<file path="config.mk">
export PLATFORM = sky130hd
export DESIGN_NAME = region_protection_unit_regs
export DESIGN_NICKNAME = d
export VERILOG_FILES = /design/src/inc/rpu_pkg.sv /design/src/hw/region_protection_unit_regs.sv /design/src/hw/region_match.sv
export VERILOG_INCLUDE_DIRS = /design/src /design/src/inc
export SDC_FILE = /design/constraint.sdc
export NUM_CORES = 2
export LEC_CHECK = 0
export ABC_AREA = 1
export CORE_AREA = 2 2 255 257
export CTS_CLUSTER_SIZE = 24
export DETAILED_ROUTE_END_ITERATION = 7
export DIE_AREA = 0 0 257 259
export DONT_BUFFER_PORTS = 1
export PLACE_DENSITY = 0.71
export SYNTH_ARGS = -nofsm -noshare
export SYNTH_HDL_FRONTEND = slang
export SYNTH_SLANG_ARGS = --single-unit
</file>
<file path="constraint.sdc">
create_clock -name clk_sys -period 6.01 [get_ports clk_sys]
set_clock_uncertainty 0.05 [all_clocks]
set_input_delay 1.202 -clock clk_sys [delete_from_list [all_inputs] [get_ports clk_sys]]
set_output_delay 1.202 -clock clk_sys [all_outputs]
set_load 0.02 [all_outputs]
</file>
<file path="src/inc/rpu_consts.svh">
// constants for the region protection unit: offsets, field positions, reset values
// assumes byte offsets on the documented register port, 32-bit data words
`ifndef RPU_CONSTS_SVH
`define RPU_CONSTS_SVH

// ----------------------------------------
// register offsets (byte addresses)
// ----------------------------------------
`define OFS_CAPABILITY      8'h00
`define OFS_CONTROL         8'h04
`define OFS_SELECTOR        8'h08
`define OFS_BASE            8'h0C
`define OFS_ATTR            8'h10
`define OFS_BASE_A1         8'h14
`define OFS_ATTR_A1         8'h18

// ----------------------------------------
// capability fields
// ----------------------------------------
`define CAP_IREG_LSB        16
`define CAP_IREG_VAL        8'h00
`define CAP_DREG_LSB        8
`define CAP_DREG_VAL        8'h08
`define CAP_SPLIT_BIT       0
`define CAP_SPLIT_VAL       1'b0

// ----------------------------------------
// control fields, reset value
// ----------------------------------------
`define CTL_ENABLE_BIT      0
`define CTL_HANDLER_BIT     1
`define CTL_BACKGROUND_BIT  2
`define CTL_RESET           3'h0

// ----------------------------------------
// base address fields
// ----------------------------------------
`define BASE_UPDSEL_BIT     4
`define BASE_LSB            5
`define SEL_RESET           3'h0

// ----------------------------------------
// attribute and size fields
// ----------------------------------------
`define ATTR_EN_BIT         0
`define ATTR_SIZE_LSB       1
`define ATTR_SRD_LSB        8
`define ATTR_BCS_LSB        16
`define ATTR_TEX_LSB        19
`define ATTR_PERM_LSB       24
`define ATTR_XN_BIT         28
`define ATTR_WMASK          32'h173F_FF3F
`define ATTR_RESET          32'h0000_0000
`define SIZE_MIN            5'h04
`define SIZE_SUBREGIONS     5'h07

// ----------------------------------------
// system control space
// ----------------------------------------
`define SCS_FIRST           32'hE000_E000
`define SCS_LAST            32'hE000_EFFF

`endif

</file>
<file path="src/inc/rpu_pkg.sv">
// types shared by the region protection unit
// assumes nothing beyond a SystemVerilog compiler
package rpu_pkg;
   typedef logic [2:0] region_idx_t;
   typedef enum logic [1:0] {perm_none, perm_read, perm_rw} perm_t;
endpackage

</file>
<file path="src/hw/region_protection_unit_regs.sv">
// region protection unit: registers, eight unified regions, access checker
// assumes exclusive read/write strobes from the core, checks one access a cycle
`timescale 1ns/10ps
`default_nettype none
// Function
// - capability instruction-region count reads zero
// - capability data-region count reads eight
// - capability split-map flag reads zero
// - enabled, no background: miss of all enabled regions faults
// - enabled with background: privileged misses use default map below all regions
// - disabled: default map for everyone, background bit ignored
// - handler bit clear bypasses checks in escalated handlers; set keeps them
// - enabled with background: unprivileged miss faults
// - system control space is always no-execute and strongly ordered
// - enabled: system control space data accesses and vector table always permitted
// - selector picks one of eight regions, values zero to seven
// - base write, update-select clear: selector kept, base to current region
// - base write, update-select set: selector loaded, base to new region
// - base read: update-select zero, region field shows selector
// - base field is bits 31 down to N, aligned to region size
// - 4 GB region ignores base and covers whole map
// - attribute register takes word or halfword; attributes high, size low
// - no-execute set refuses fetches, clear allows them
// - each subregion mask bit disables its subregion when set
// - region size is two to size plus one, minimum 32 bytes
// - regions of 256 bytes up split in eight, low bit lowest
// - disabled subregion falls to another region or else is handled as a miss
// - permission violation faults and records cause in status
module region_protection_unit_regs
   import rpu_pkg::*;
(
   // clock and reset
   input  wire logic        clk_sys,
   input  wire logic        rst,
   // register port
   input  wire logic        reg_wr,
   input  wire logic        reg_rd,
   input  wire logic [7:0]  reg_addr,
   input  wire logic [3:0]  reg_be,
   input  wire logic [31:0] reg_wdata,
   output logic [31:0]      reg_rdata,
   output logic             reg_rvalid,
   // checked access
   input  wire logic        chk_valid,
   input  wire logic [31:0] chk_addr,
   input  wire logic        chk_priv,
   input  wire logic        chk_fetch,
   input  wire logic        chk_write,
   input  wire logic        chk_vector,
   input  wire logic        chk_escalated,
   // check result
   output logic             chk_done,
   output logic             chk_fault,
   output logic             chk_hit,
   output region_idx_t      chk_region,
   output logic [5:0]       chk_attr,
   output logic             chk_strong_order,
   // fault status
   input  wire logic [1:0]  fault_clear,
   output logic             fault_iaccess,
   output logic             fault_daccess,
   output logic [31:0]      fault_addr
);
`include "rpu_consts.svh"

   // ----------------------------------------
   // state
   // ----------------------------------------
   logic        ctl_enable;
   logic        ctl_handler;
   logic        ctl_background;
   region_idx_t region_sel;
   logic [26:0] base_addr [8];
   logic [31:0] attr_word [8];
   logic [7:0]  hits;

   logic        wr_base;
   logic        wr_attr;
   logic        rd_base;
   region_idx_t base_target;
   logic [31:0] next_rdata;
   logic [31:0] cap_word;
   logic [31:0] attr_merge;

   assign wr_base = reg_wr && (reg_addr == `OFS_BASE || reg_addr == `OFS_BASE_A1);
   assign wr_attr = reg_wr && (reg_addr == `OFS_ATTR || reg_addr == `OFS_ATTR_A1);
   assign rd_base = reg_rd && (reg_addr == `OFS_BASE || reg_addr == `OFS_BASE_A1);
   // update-select picks the written field, else the current selector
   assign base_target = reg_wdata[`BASE_UPDSEL_BIT] ? region_idx_t'(reg_wdata[2:0])
                                                    : region_sel;
   assign cap_word = {8'h00, `CAP_IREG_VAL, `CAP_DREG_VAL, 7'h00, `CAP_SPLIT_VAL};

   // byte lanes: halfword writes land on their own half only
   always_comb begin
      for (int b = 0; b < 4; b++) begin
         attr_merge[b*8 +: 8] = reg_be[b] ? reg_wdata[b*8 +: 8]
                                          : attr_word[region_sel][b*8 +: 8];
      end
   end

   // ----------------------------------------
   // control register
   // ----------------------------------------
   always_ff @(posedge clk_sys) begin
      if (rst) begin
         {ctl_background, ctl_handler, ctl_enable} <= `CTL_RESET;
      end else if (reg_wr && reg_addr == `OFS_CONTROL) begin
         ctl_enable     <= reg_wdata[`CTL_ENABLE_BIT];
         ctl_handler    <= reg_wdata[`CTL_HANDLER_BIT];
         ctl_background <= reg_wdata[`CTL_BACKGROUND_BIT];
      end
   end

   // ----------------------------------------
   // region selector
   // ----------------------------------------
   // only three bits held, so values above seven cannot be stored
   always_ff @(posedge clk_sys) begin
      if (rst) begin
         region_sel <= `SEL_RESET;
      end else if (reg_wr && reg_addr == `OFS_SELECTOR) begin
         region_sel <= region_idx_t'(reg_wdata[2:0]);
      end else if (wr_base && reg_wdata[`BASE_UPDSEL_BIT]) begin
         region_sel <= region_idx_t'(reg_wdata[2:0]);
      end
   end

   // ----------------------------------------
   // region storage
   // ----------------------------------------
   always_ff @(posedge clk_sys) begin
      if (rst) begin
         for (int r = 0; r < 8; r++) begin
            base_addr[r] <= 27'h000_0000;
            attr_word[r] <= `ATTR_RESET;
         end
      end else begin
         if (wr_base) begin
            base_addr[base_target] <= reg_wdata[31:`BASE_LSB];
         end
         if (wr_attr) begin
            attr_word[region_sel] <= attr_merge & `ATTR_WMASK;
         end
      end
   end

   // ----------------------------------------
   // register read
   // ----------------------------------------
   always_comb begin
      next_rdata = 32'h0000_0000;
      case (reg_addr)
         `OFS_CAPABILITY: next_rdata = cap_word;
         `OFS_CONTROL:    next_rdata = {29'h0000_0000, ctl_background, ctl_handler, ctl_enable};
         `OFS_SELECTOR:   next_rdata = {29'h0000_0000, region_sel};
         `OFS_BASE, `OFS_BASE_A1:
            next_rdata = {base_addr[region_sel], 2'h0, region_sel};
         `OFS_ATTR, `OFS_ATTR_A1:
            next_rdata = attr_word[region_sel];
         default:         next_rdata = 32'h0000_0000;
      endcase
   end

   always_ff @(posedge clk_sys) begin
      if (rst) begin
         reg_rdata  <= 32'h0000_0000;
         reg_rvalid <= 1'b0;
      end else begin
         reg_rvalid <= reg_rd;
         reg_rdata  <= reg_rd ? next_rdata : 32'h0000_0000;
      end
   end

   // ----------------------------------------
   // region matchers
   // ----------------------------------------
   for (genvar g = 0; g < 8; g++) begin : g_region
      region_match u_match (
         .base   (base_addr[g]),
         .size   (attr_word[g][`ATTR_SIZE_LSB +: 5]),
         .subregion_disable_mask    (attr_word[g][`ATTR_SRD_LSB +: 8]),
         .enable (attr_word[g][`ATTR_EN_BIT]),
         .addr   (chk_addr),
         .hit    (hits[g])
      );
   end

   // ----------------------------------------
   // access decision
   // ----------------------------------------
   logic        any_hit;
   region_idx_t win;
   logic [31:0] win_attr;
   logic        in_scs;
   logic        checking;
   perm_t       perm;
   logic        next_fault;
   logic        next_hit;

   // later index overrides earlier, so the highest-numbered match wins
   always_comb begin
      any_hit = 1'b0;
      win     = 3'h0;
      for (int r = 0; r < 8; r++) begin
         if (hits[r]) begin
            any_hit = 1'b1;
            win     = region_idx_t'(r);
         end
      end
   end

   assign win_attr = attr_word[win];
   assign in_scs   = (chk_addr >= `SCS_FIRST) && (chk_addr <= `SCS_LAST);
   // escalated handlers skip checks unless handler protection is set
   assign checking = ctl_enable && !(chk_escalated && !ctl_handler);

   always_comb begin
      case (win_attr[`ATTR_PERM_LSB +: 3])
         3'h1:    perm = chk_priv ? perm_rw : perm_none;
         3'h2:    perm = chk_priv ? perm_rw : perm_read;
         3'h3:    perm = perm_rw;
         3'h5:    perm = chk_priv ? perm_read : perm_none;
         3'h6:    perm = perm_read;
         3'h7:    perm = perm_read;
         default: perm = perm_none;
      endcase
   end

   always_comb begin
      next_fault = 1'b0;
      next_hit   = 1'b0;
      if (in_scs) begin
         // fetches refused here even with the unit off
         next_fault = chk_fetch;
      end else if (chk_vector && ctl_enable) begin
         next_fault = 1'b0;
      end else if (!checking) begin
         next_fault = 1'b0;
      end else if (any_hit) begin
         next_hit   = 1'b1;
         next_fault = (perm == perm_none) || (chk_write && perm != perm_rw)
                   || (chk_fetch && win_attr[`ATTR_XN_BIT]);
      end else begin
         // miss, including a disabled subregion with no other cover
         next_fault = !(ctl_background && chk_priv);
      end
   end

   // ----------------------------------------
   // check result
   // ----------------------------------------
   always_ff @(posedge clk_sys) begin
      if (rst) begin
         chk_done         <= 1'b0;
         chk_fault        <= 1'b0;
         chk_hit          <= 1'b0;
         chk_region       <= 3'h0;
         chk_attr         <= 6'h00;
         chk_strong_order <= 1'b0;
      end else begin
         chk_done         <= chk_valid;
         chk_fault        <= chk_valid && next_fault;
         chk_hit          <= chk_valid && next_hit;
         chk_region       <= (chk_valid && next_hit) ? win : 3'h0;
         chk_attr         <= (chk_valid && next_hit) ? win_attr[`ATTR_BCS_LSB +: 6] : 6'h00;
         chk_strong_order <= chk_valid && in_scs;
      end
   end

   // ----------------------------------------
   // fault status
   // ----------------------------------------
   // new fault beats a clear in the same cycle
   always_ff @(posedge clk_sys) begin
      if (rst) begin
         fault_iaccess <= 1'b0;
         fault_daccess <= 1'b0;
         fault_addr    <= 32'h0000_0000;
      end else begin
         fault_iaccess <= (chk_valid && next_fault && chk_fetch)
                       || (fault_iaccess && !fault_clear[0]);
         fault_daccess <= (chk_valid && next_fault && !chk_fetch)
                       || (fault_daccess && !fault_clear[1]);
         if (chk_valid && next_fault) begin
            fault_addr <= chk_addr;
         end
      end
   end

   // ----------------------------------------
   // assertions
   // ----------------------------------------
   property p_cap_instr_region_count;
      @(posedge clk_sys) disable iff (rst)
      reg_rd && reg_addr == `OFS_CAPABILITY |=> reg_rdata[23:16] == 8'h00;
   endproperty
   a_cap_instr_region_count: assert property (p_cap_instr_region_count) else $error("instr_region_count not zero");

   property p_cap_data_region_count;
      @(posedge clk_sys) disable iff (rst)
      reg_rd && reg_addr == `OFS_CAPABILITY |=> reg_rvalid && reg_rdata[15:8] == 8'h08;
   endproperty
   a_cap_data_region_count: assert property (p_cap_data_region_count) else $error("data_region_count not eight");

   property p_cap_split;
      @(posedge clk_sys) disable iff (rst)
      reg_rd && reg_addr == `OFS_CAPABILITY |=> !reg_rdata[0];
   endproperty
   a_cap_split: assert property (p_cap_split) else $error("split flag set");

   property p_sel_kept;
      @(posedge clk_sys) disable iff (rst)
      wr_base && !reg_wdata[`BASE_UPDSEL_BIT] |=> $stable(region_sel);
   endproperty
   a_sel_kept: assert property (p_sel_kept) else $error("selector moved");

   property p_sel_loaded;
      @(posedge clk_sys) disable iff (rst)
      wr_base && reg_wdata[`BASE_UPDSEL_BIT]
      |=> region_sel == $past(reg_wdata[2:0]) && base_addr[region_sel] == $past(reg_wdata[31:5]);
   endproperty
   a_sel_loaded: assert property (p_sel_loaded) else $error("selector not loaded");

   property p_base_read;
      @(posedge clk_sys) disable iff (rst)
      rd_base |=> !reg_rdata[4] && reg_rdata[2:0] == $past(region_sel);
   endproperty
   a_base_read: assert property (p_base_read) else $error("base read fields wrong");

   property p_reset_off;
      @(posedge clk_sys)
      rst |=> !ctl_enable && !ctl_background && !ctl_handler && !attr_word[0][0];
   endproperty
   a_reset_off: assert property (p_reset_off) else $error("enable after reset");

   property p_disabled_open;
      @(posedge clk_sys) disable iff (rst)
      chk_valid && !ctl_enable && !in_scs |=> chk_done && !chk_fault;
   endproperty
   a_disabled_open: assert property (p_disabled_open) else $error("fault while off");

   property p_scs_fetch;
      @(posedge clk_sys) disable iff (rst)
      chk_valid && chk_fetch && in_scs |=> chk_fault && chk_strong_order;
   endproperty
   a_scs_fetch: assert property (p_scs_fetch) else $error("scs fetch allowed");

   property p_unpriv_miss;
      @(posedge clk_sys) disable iff (rst)
      chk_valid && checking && ctl_background && !chk_priv && !any_hit && !in_scs
      && !chk_vector |=> chk_fault && (fault_iaccess || fault_daccess);
   endproperty
   a_unpriv_miss: assert property (p_unpriv_miss) else $error("unpriv miss passed");

endmodule
`default_nettype wire

</file>
<file path="src/hw/region_match.sv">
// address match of one protection region, subregion mask included
// assumes base held from bit 5 upward and a size field of five bits
`timescale 1ns/10ps
`default_nettype none
module region_match
   import rpu_pkg::*;
(
   // region programming
   input  wire logic [26:0] base,
   input  wire logic [4:0]  size,
   input  wire logic [7:0]  subregion_disable_mask,
   input  wire logic        enable,
   // address under test
   input  wire logic [31:0] addr,
   // result
   output logic             hit
);
`include "rpu_consts.svh"

   logic [5:0]  size_n;
   logic [5:0]  sub_shift;
   logic [31:0] hi_mask;
   logic [2:0]  sub_idx;
   logic        in_range;
   logic        sub_on;

   // ----------------------------------------
   // range and subregion
   // ----------------------------------------
   assign size_n    = 6'(size) + 6'h01;
   assign sub_shift = size_n - 6'h03;
   // a 4 GB region shifts the mask out entirely, so the base has no effect
   assign hi_mask   = 32'hFFFF_FFFF << size_n;
   assign in_range  = ((addr ^ {base, 5'h00}) & hi_mask) == 32'h0000_0000;
   // top three bits inside the region pick one of eight subregions
   assign sub_idx   = 3'(addr >> sub_shift);
   // small regions have no subregions, mask ignored there
   assign sub_on    = (size < `SIZE_SUBREGIONS) || !subregion_disable_mask[sub_idx];
   assign hit       = enable && (size >= `SIZE_MIN) && in_range && sub_on;

endmodule
`default_nettype wire

</file>
# Word-level counts from Yosys, hierarchy flattened
# Memory sizes are Yosys's and may differ from the RTL's. A register that Yosys moved wholly into a read port is not among the register bits.
# Index checks and enable logic that the tools add are counted.
# word_totals
word_cells	264
n_memories	2
ramBits	408
ff_bits	86
input_bits	88
out_inout_bits	80
# op_classes
bitwise_logic	18
n_addsub	16
reduce_logical	89
n_shift	16
n_eq_ne	13
order_cmp	26
mux	69
# mem_list
memory	depth	word_bits	rd	rd_ports_with_merged_regs	write_ports	line_no	text
base_addr	8	27	9	1	8	region_protection_unit_regs.sv:73	logic [26:0] base_addr [8];
attr_word	8	24	10	1	8	region_protection_unit_regs.sv:74	logic [31:0] attr_word [8];
# ops
operator	count
$and 32x32->32	8
$logic_not 32->1	8
$shl 32x6->32 const A	8
$shr 32x6->3	8
$xor 32x32->32	8
$pmux 32 s5	1
$add 5x1->6 const B	8
$sub 6x2->6 const B	8
$mux 3	15
$logic_and 1x1->1	43
$ge 5x3->1 const B	8
$lt 5x3->1 const B	8
$mux 1	36
$ge 32x32->1 const B	1
$le 32x32->1 const B	1
$lt 3x4->1 const B	8
$mux 27	1
$reduce_or 27->1	1
$bmux 1 s3	8
$eq 8x5->1 const B	3
$mux 24	1
$reduce_or 24->1	1
$eq 8x4->1 const B	2
$logic_not 1->1	14
16 further kinds	39

# Logic depth before layout (Yosys ltp)
# An unclocked memory read counts as a cell.
# logic_depth
depth_word	31
ltp_mapped	41
mapped_depth_nobuf	38

# Cells and area by module
# From an unflattened synthesis, not the netlist that was laid out.
# unflattened
hier_cells	5216
area_unflattened_um2	37892.6
# modules_own_cells
module	instances	area_per_inst_um2	cells_per_inst
region_protection_unit_regs	1	22099.9	2289
region_match (g_region[0].u_match ...)	7	1963.1	364
region_match (g_region[7].u_match)	1	2050.7	379

# Worst setup path before layout
# Ideal clock, no wire load.
# synth_timing
path_kind	input port to flip-flop
startpoint	input chk_addr[25]
endpoint	register fault_addr[10]
n_path_buf	5
t_arrival_ns	4.120
cell_stages	26
setup_slack_ns	1.726
setup_time_ns	0.113
path_cell_list	buf_2 -> clkbuf_1 -> o22ai_1 -> o21ai_0 -> nand3_1 -> nand2_1 -> a31oi_1 -> nor2_1 -> o211ai_1 -> nand3b_1 -> nand3_2 -> nand2_4 -> nand2_2 -> nor2_2 -> buf_4 -> nand3_1 -> nand2_1 -> nand2_1 -> o21ai_1 -> nand3_1 -> nand2_1 -> nand2_2 -> buf_8 -> buf_12 -> a21oi_2 -> nor2_1
# synth_between
elab_chain_cells	26
elab_cells_between_ends	118
classes_between	2 x order compare; 7 x eq/ne; 8 x shift; 36 x mux; 16 x bitwise; 48 x reduce/logical; 1 x memory
# synth_rtl
item	line_no	text
start: declaration	region_protection_unit_regs.sv:45	input wire logic [31:0] chk_addr,
$shr 32x6->3	region_match.sv:36	assign sub_idx = 3'(addr >> sub_shift);
$bmux 1 s3	region_match.sv:38	assign sub_on = (size < `SIZE_SUBREGIONS) || !subregion_disable_mask[sub_idx];
$mux 1 (implied by the code)	region_match.sv:38	
$logic_not 1->1	region_match.sv:38	
$logic_or 1x1->1	region_match.sv:38	
$logic_and 1x1->1	region_match.sv:39	assign hit = enable && (size >= `SIZE_MIN) && in_range && sub_on;
$mux 1	region_protection_unit_regs.sv:205	if (hits[r]) begin
$mux 3 (6 in a row)	region_protection_unit_regs.sv:205	
(+4 left out)	-	
$ne 2x2->1	region_protection_unit_regs.sv:241	next_fault = (perm == perm_none) || (chk_write && perm != perm_rw)
$logic_and 1x1->1	region_protection_unit_regs.sv:241	
$logic_or 1x1->1 (2 in a row)	region_protection_unit_regs.sv:241	
$mux 1	region_protection_unit_regs.sv:239	end else if (any_hit) begin
$mux 1	region_protection_unit_regs.sv:237	end else if (!checking) begin
$mux 1	region_protection_unit_regs.sv:235	end else if (chk_vector && ctl_enable) begin
$mux 1 (*)	region_protection_unit_regs.sv:232	if (in_scs) begin
$logic_and 1x1->1 (*)	region_protection_unit_regs.sv:284	if (chk_valid && next_fault) begin
end signal: assignment	region_protection_unit_regs.sv:285	fault_addr <= chk_addr;
end: declaration	region_protection_unit_regs.sv:62	output logic [31:0] fault_addr
# Every way passes the cells marked *; elsewhere a longest branch is shown, timed or not. The select of a mux whose other input is x is not followed.
# A chain may end at the register's enable or synchronous reset.

==> run_results.csv <==
group,metric,value,unit
status,status,"finished with violations",
status,violations,"design-rule violations",
power_and_ir_drop,power,9130,µW
routing,drtPass1Iterations,8,
logic_synthesis,synth_ff_type,"edfxtp_1",
logic_synthesis,synth_cell_types,69,
sta,fin_tns_setup,0,ns
floorplan,initial_core_util,0.555,
sta,period_share,0.959,
logic_synthesis,synth_compound_gate_area_share,0.192,
clock_tree,clock_path_buffers,3,
sta,period_needed,5.77,ns
global_route,gr-usage-all-layers,0.484,
place,place_area,35900,µm²
final_layout,area.growth.synth_to_final,6.79,%
clock_tree,htree_levels,2,
setup_path,cp.arrival,6.24,ns
routing,vias,36600,
logic_synthesis,yosys_warnings,0,
sta,slew_headroom,0.128,
setup_path,required,6.48,ns
logic_synthesis,syn_nets,4871,
logic_synthesis,synth_simple_gate_area_frac,0.254,
sta,worst_hold_slack,0.503,ns
global_route,grt.overflow.total,0,
power_and_ir_drop,powerDensity,241,nW/µm²
power_and_ir_drop,power.leakage,0.0147,µW
sta,drv_slew,0,
clock_tree,path_clk_slew,0.06,ns
clock_tree,worst_skew_pair.late_latency,0.64,ns
global_route,grt_pass1_vias,33000,
final_layout,num-nets-final,4725,
setup_path,crit_fanout,51,
logic_synthesis,synth.cell_area,35400,µm²
place,dp_hpwl,119,mm
floorplan,die_w,257,µm
setup_path,crit_path_end_kind,"flip-flop",
global_route,grt_max_degree,99,
logic_synthesis,synthXorXnorAreaFrac,0.0636,
clock_tree,cts_root_buffer,"clkbuf_16",
floorplan,core,63900,µm²
global_route,antenna_found_initial,9,
sta,finalSetupViolations,0,
logic_synthesis,async_flop_share,0,
global_route,grt_pass1_wl,233,mm
place,portBuffers,0,
setup_path,cpMostUsedCell,"nand2_1",
floorplan,dieArea,66600,µm²
power_and_ir_drop,ir_drop,0.000368,V
setup_path,slowest_stage,"a21oi_1",
routing,post_drt_wl_per_cell,30.2,µm
logic_synthesis,syn_avg_cell_area,7.49,µm²
logic_synthesis,synth_mux_area_frac,0.000883,
clock_tree,numCtsBuffers,55,
place,gp_congestion,1.09,
sta,rsz0062_at_grt,"false",
setup_path,max_stage_delay,0.59,ns
clock_tree,cts_sinks,497,
routing,drtIter0Drc,6875,
logic_synthesis,synth_seq_cells,497,
floorplan,rows,93,
logic_synthesis,synth_edf_count,408,
sta,worst_slew_pin_slew,1.30,ns
setup_path,start_kind,"flip-flop",
routing,ant_nets,0,
routing,viasPerCell,6.67,
final_layout,finish.instance_area,37800,µm²
logic_synthesis,synth_fa_ha_area_frac,0.0184,
setup_path,crit_type,"flip-flop to flip-flop",
logic_synthesis,netlist_instances,4731,
floorplan,ioPinCount,168,
hold_path,hp-class,"flip-flop to flip-flop",
logic_synthesis,synth_seq_area_share,0.396,
sta,max_freq,173,MHz
final_layout,drive_gt1_frac,0.0886,
logic_synthesis,synth_top_family_by_area,"simple AND/OR/NAND/NOR gates",
floorplan,die_y,259,µm
sta,final_hold_viol_count,0,
routing,drt_wl_total,166,mm
clock_tree,cts_tree,"built",
routing,drc,2,
flow_run,maxCapViolCount,0,
[worst max-delay path, delay by kind of cell, from the launching register on]
family	cells	cell delay [ns]
flip-flops	1	0.44
AO/OA/AOI/OAI	4	1.18
buffers and inverters	5	0.80
AND/OR/NAND/NOR	19	2.17
adder cells (fa/ha/maj)	3	0.94
[power breakdown]
part | total, µW | internal [µW] | switching, µW
sequential | 3950 | 3840 | 107
combinational | 1690 | 471 | 1220
clock | 3490 | 1930 | 1560
[metal layers]
layer  track usage  vias to the layer above  routed length (µm)
li1              -                    15900                   -
met1         0.642                    17000               60300
met2         0.694                     3137               67800
met3         0.132                      599               24700
met4         0.317                        2               13100
met5             0                        -                  12
[worst paths after layout]
kind | cells past startpoint | endpoint | slack [ns] | startpoint
min reg2reg | 2 | ctl_handler | 0.50 | ctl_handler
max | 31 | fault_addr[7] | 0.24 | attr_word[5][2]
max reg2reg | 31 | fault_addr[7] | 0.24 | attr_word[5][2]
min | 2 | ctl_handler | 0.50 | ctl_handler
[flip-flops by register name, indices dropped and copies added, names as in the netlist, named ones only]
signal	count
base_addr	216
attr_word	192
fault_addr	32
reg_rdata	32
chk_attr	6
chk_region	3
region_sel	3
chk_done	1
chk_fault	1
chk_hit	1
chk_strong_order	1
ctl_background	1
ctl_enable	1
ctl_handler	1
fault_daccess	1
fault_iaccess	1
reg_rvalid	1
[Yosys cell counts, types with 46 or more instances]
cell type	n	area, µm²
inv_1	247	927
ha_1	52	651
o211ai_1	59	443
xor2_1	149	1310
buf_2	83	415
edfxtp_1	408	12300
o21ai_1	51	255
o221ai_1	68	596
o21ai_0	564	2820
dfxtp_1	89	1780
nand4_1	59	369
nand3_1	311	1560
a21oi_1	216	1080
nand2_1	871	3270
xnor2_1	78	683
nor2_1	771	2890
clkbuf_1	188	706
inv_2	46	173
[cell families after synthesis]
group / after synthesis
buffers and inverters: 641
xor gates and xnor gates: 242
and+or+nand+nor: 2135
AOI/OAI and AO/OA: 1161
adders and majority gates: 52
DFF: 497
muxes: 3
[cell usage in the layout (no fill, tap or decap), types with 48 or more instances in the layout]
master and n:
inv_2 48, dfxtp_1 86, o21ai_1 51, edfxtp_1 408, inv_1 244, nor2_1 771, buf_4 112, nand4_1 59
clkbuf_16 60, o211ai_1 59, ha_1 51, xor2_1 149, a21oi_1 216, nand3_1 311, xnor2_1 78, o21ai_0 564
o221ai_1 68, nand2_1 864
[stage by stage]
| stage | worst slack [ns] | utilization | cells |
|---|---|---|---|
| floorplan | 1.73 | - | 4731 |
| global placement | 0.362 | 0.563 | 5380 |
| detailed placement | 0.290 | 0.563 | 5380 |
| CTS | 0.238 | 0.592 | 5482 |
| global route | 0.0147 | 0.592 | 5485 |
| finish | 0.244 | 0.592 | 5488 |
[layout make-up]
type	count	area [µm²]
fill	5959	26000
multi-input combinational	3593	18800
sequential	497	14000
clock buffer	64	1520
inverter	325	1240
tap	855	1070
timing repair buffer	113	861
clock inverter	38	334
antenna	3	7.51
[what timing repair did]
action | CTS | global route
hold buffers | 0 | 0
endpoints found under the setup margin | 0 | 35
resized for setup | 0 | 7
buffers inserted | 0 | 3
Note: power is estimated with default switching activity, not from simulation.
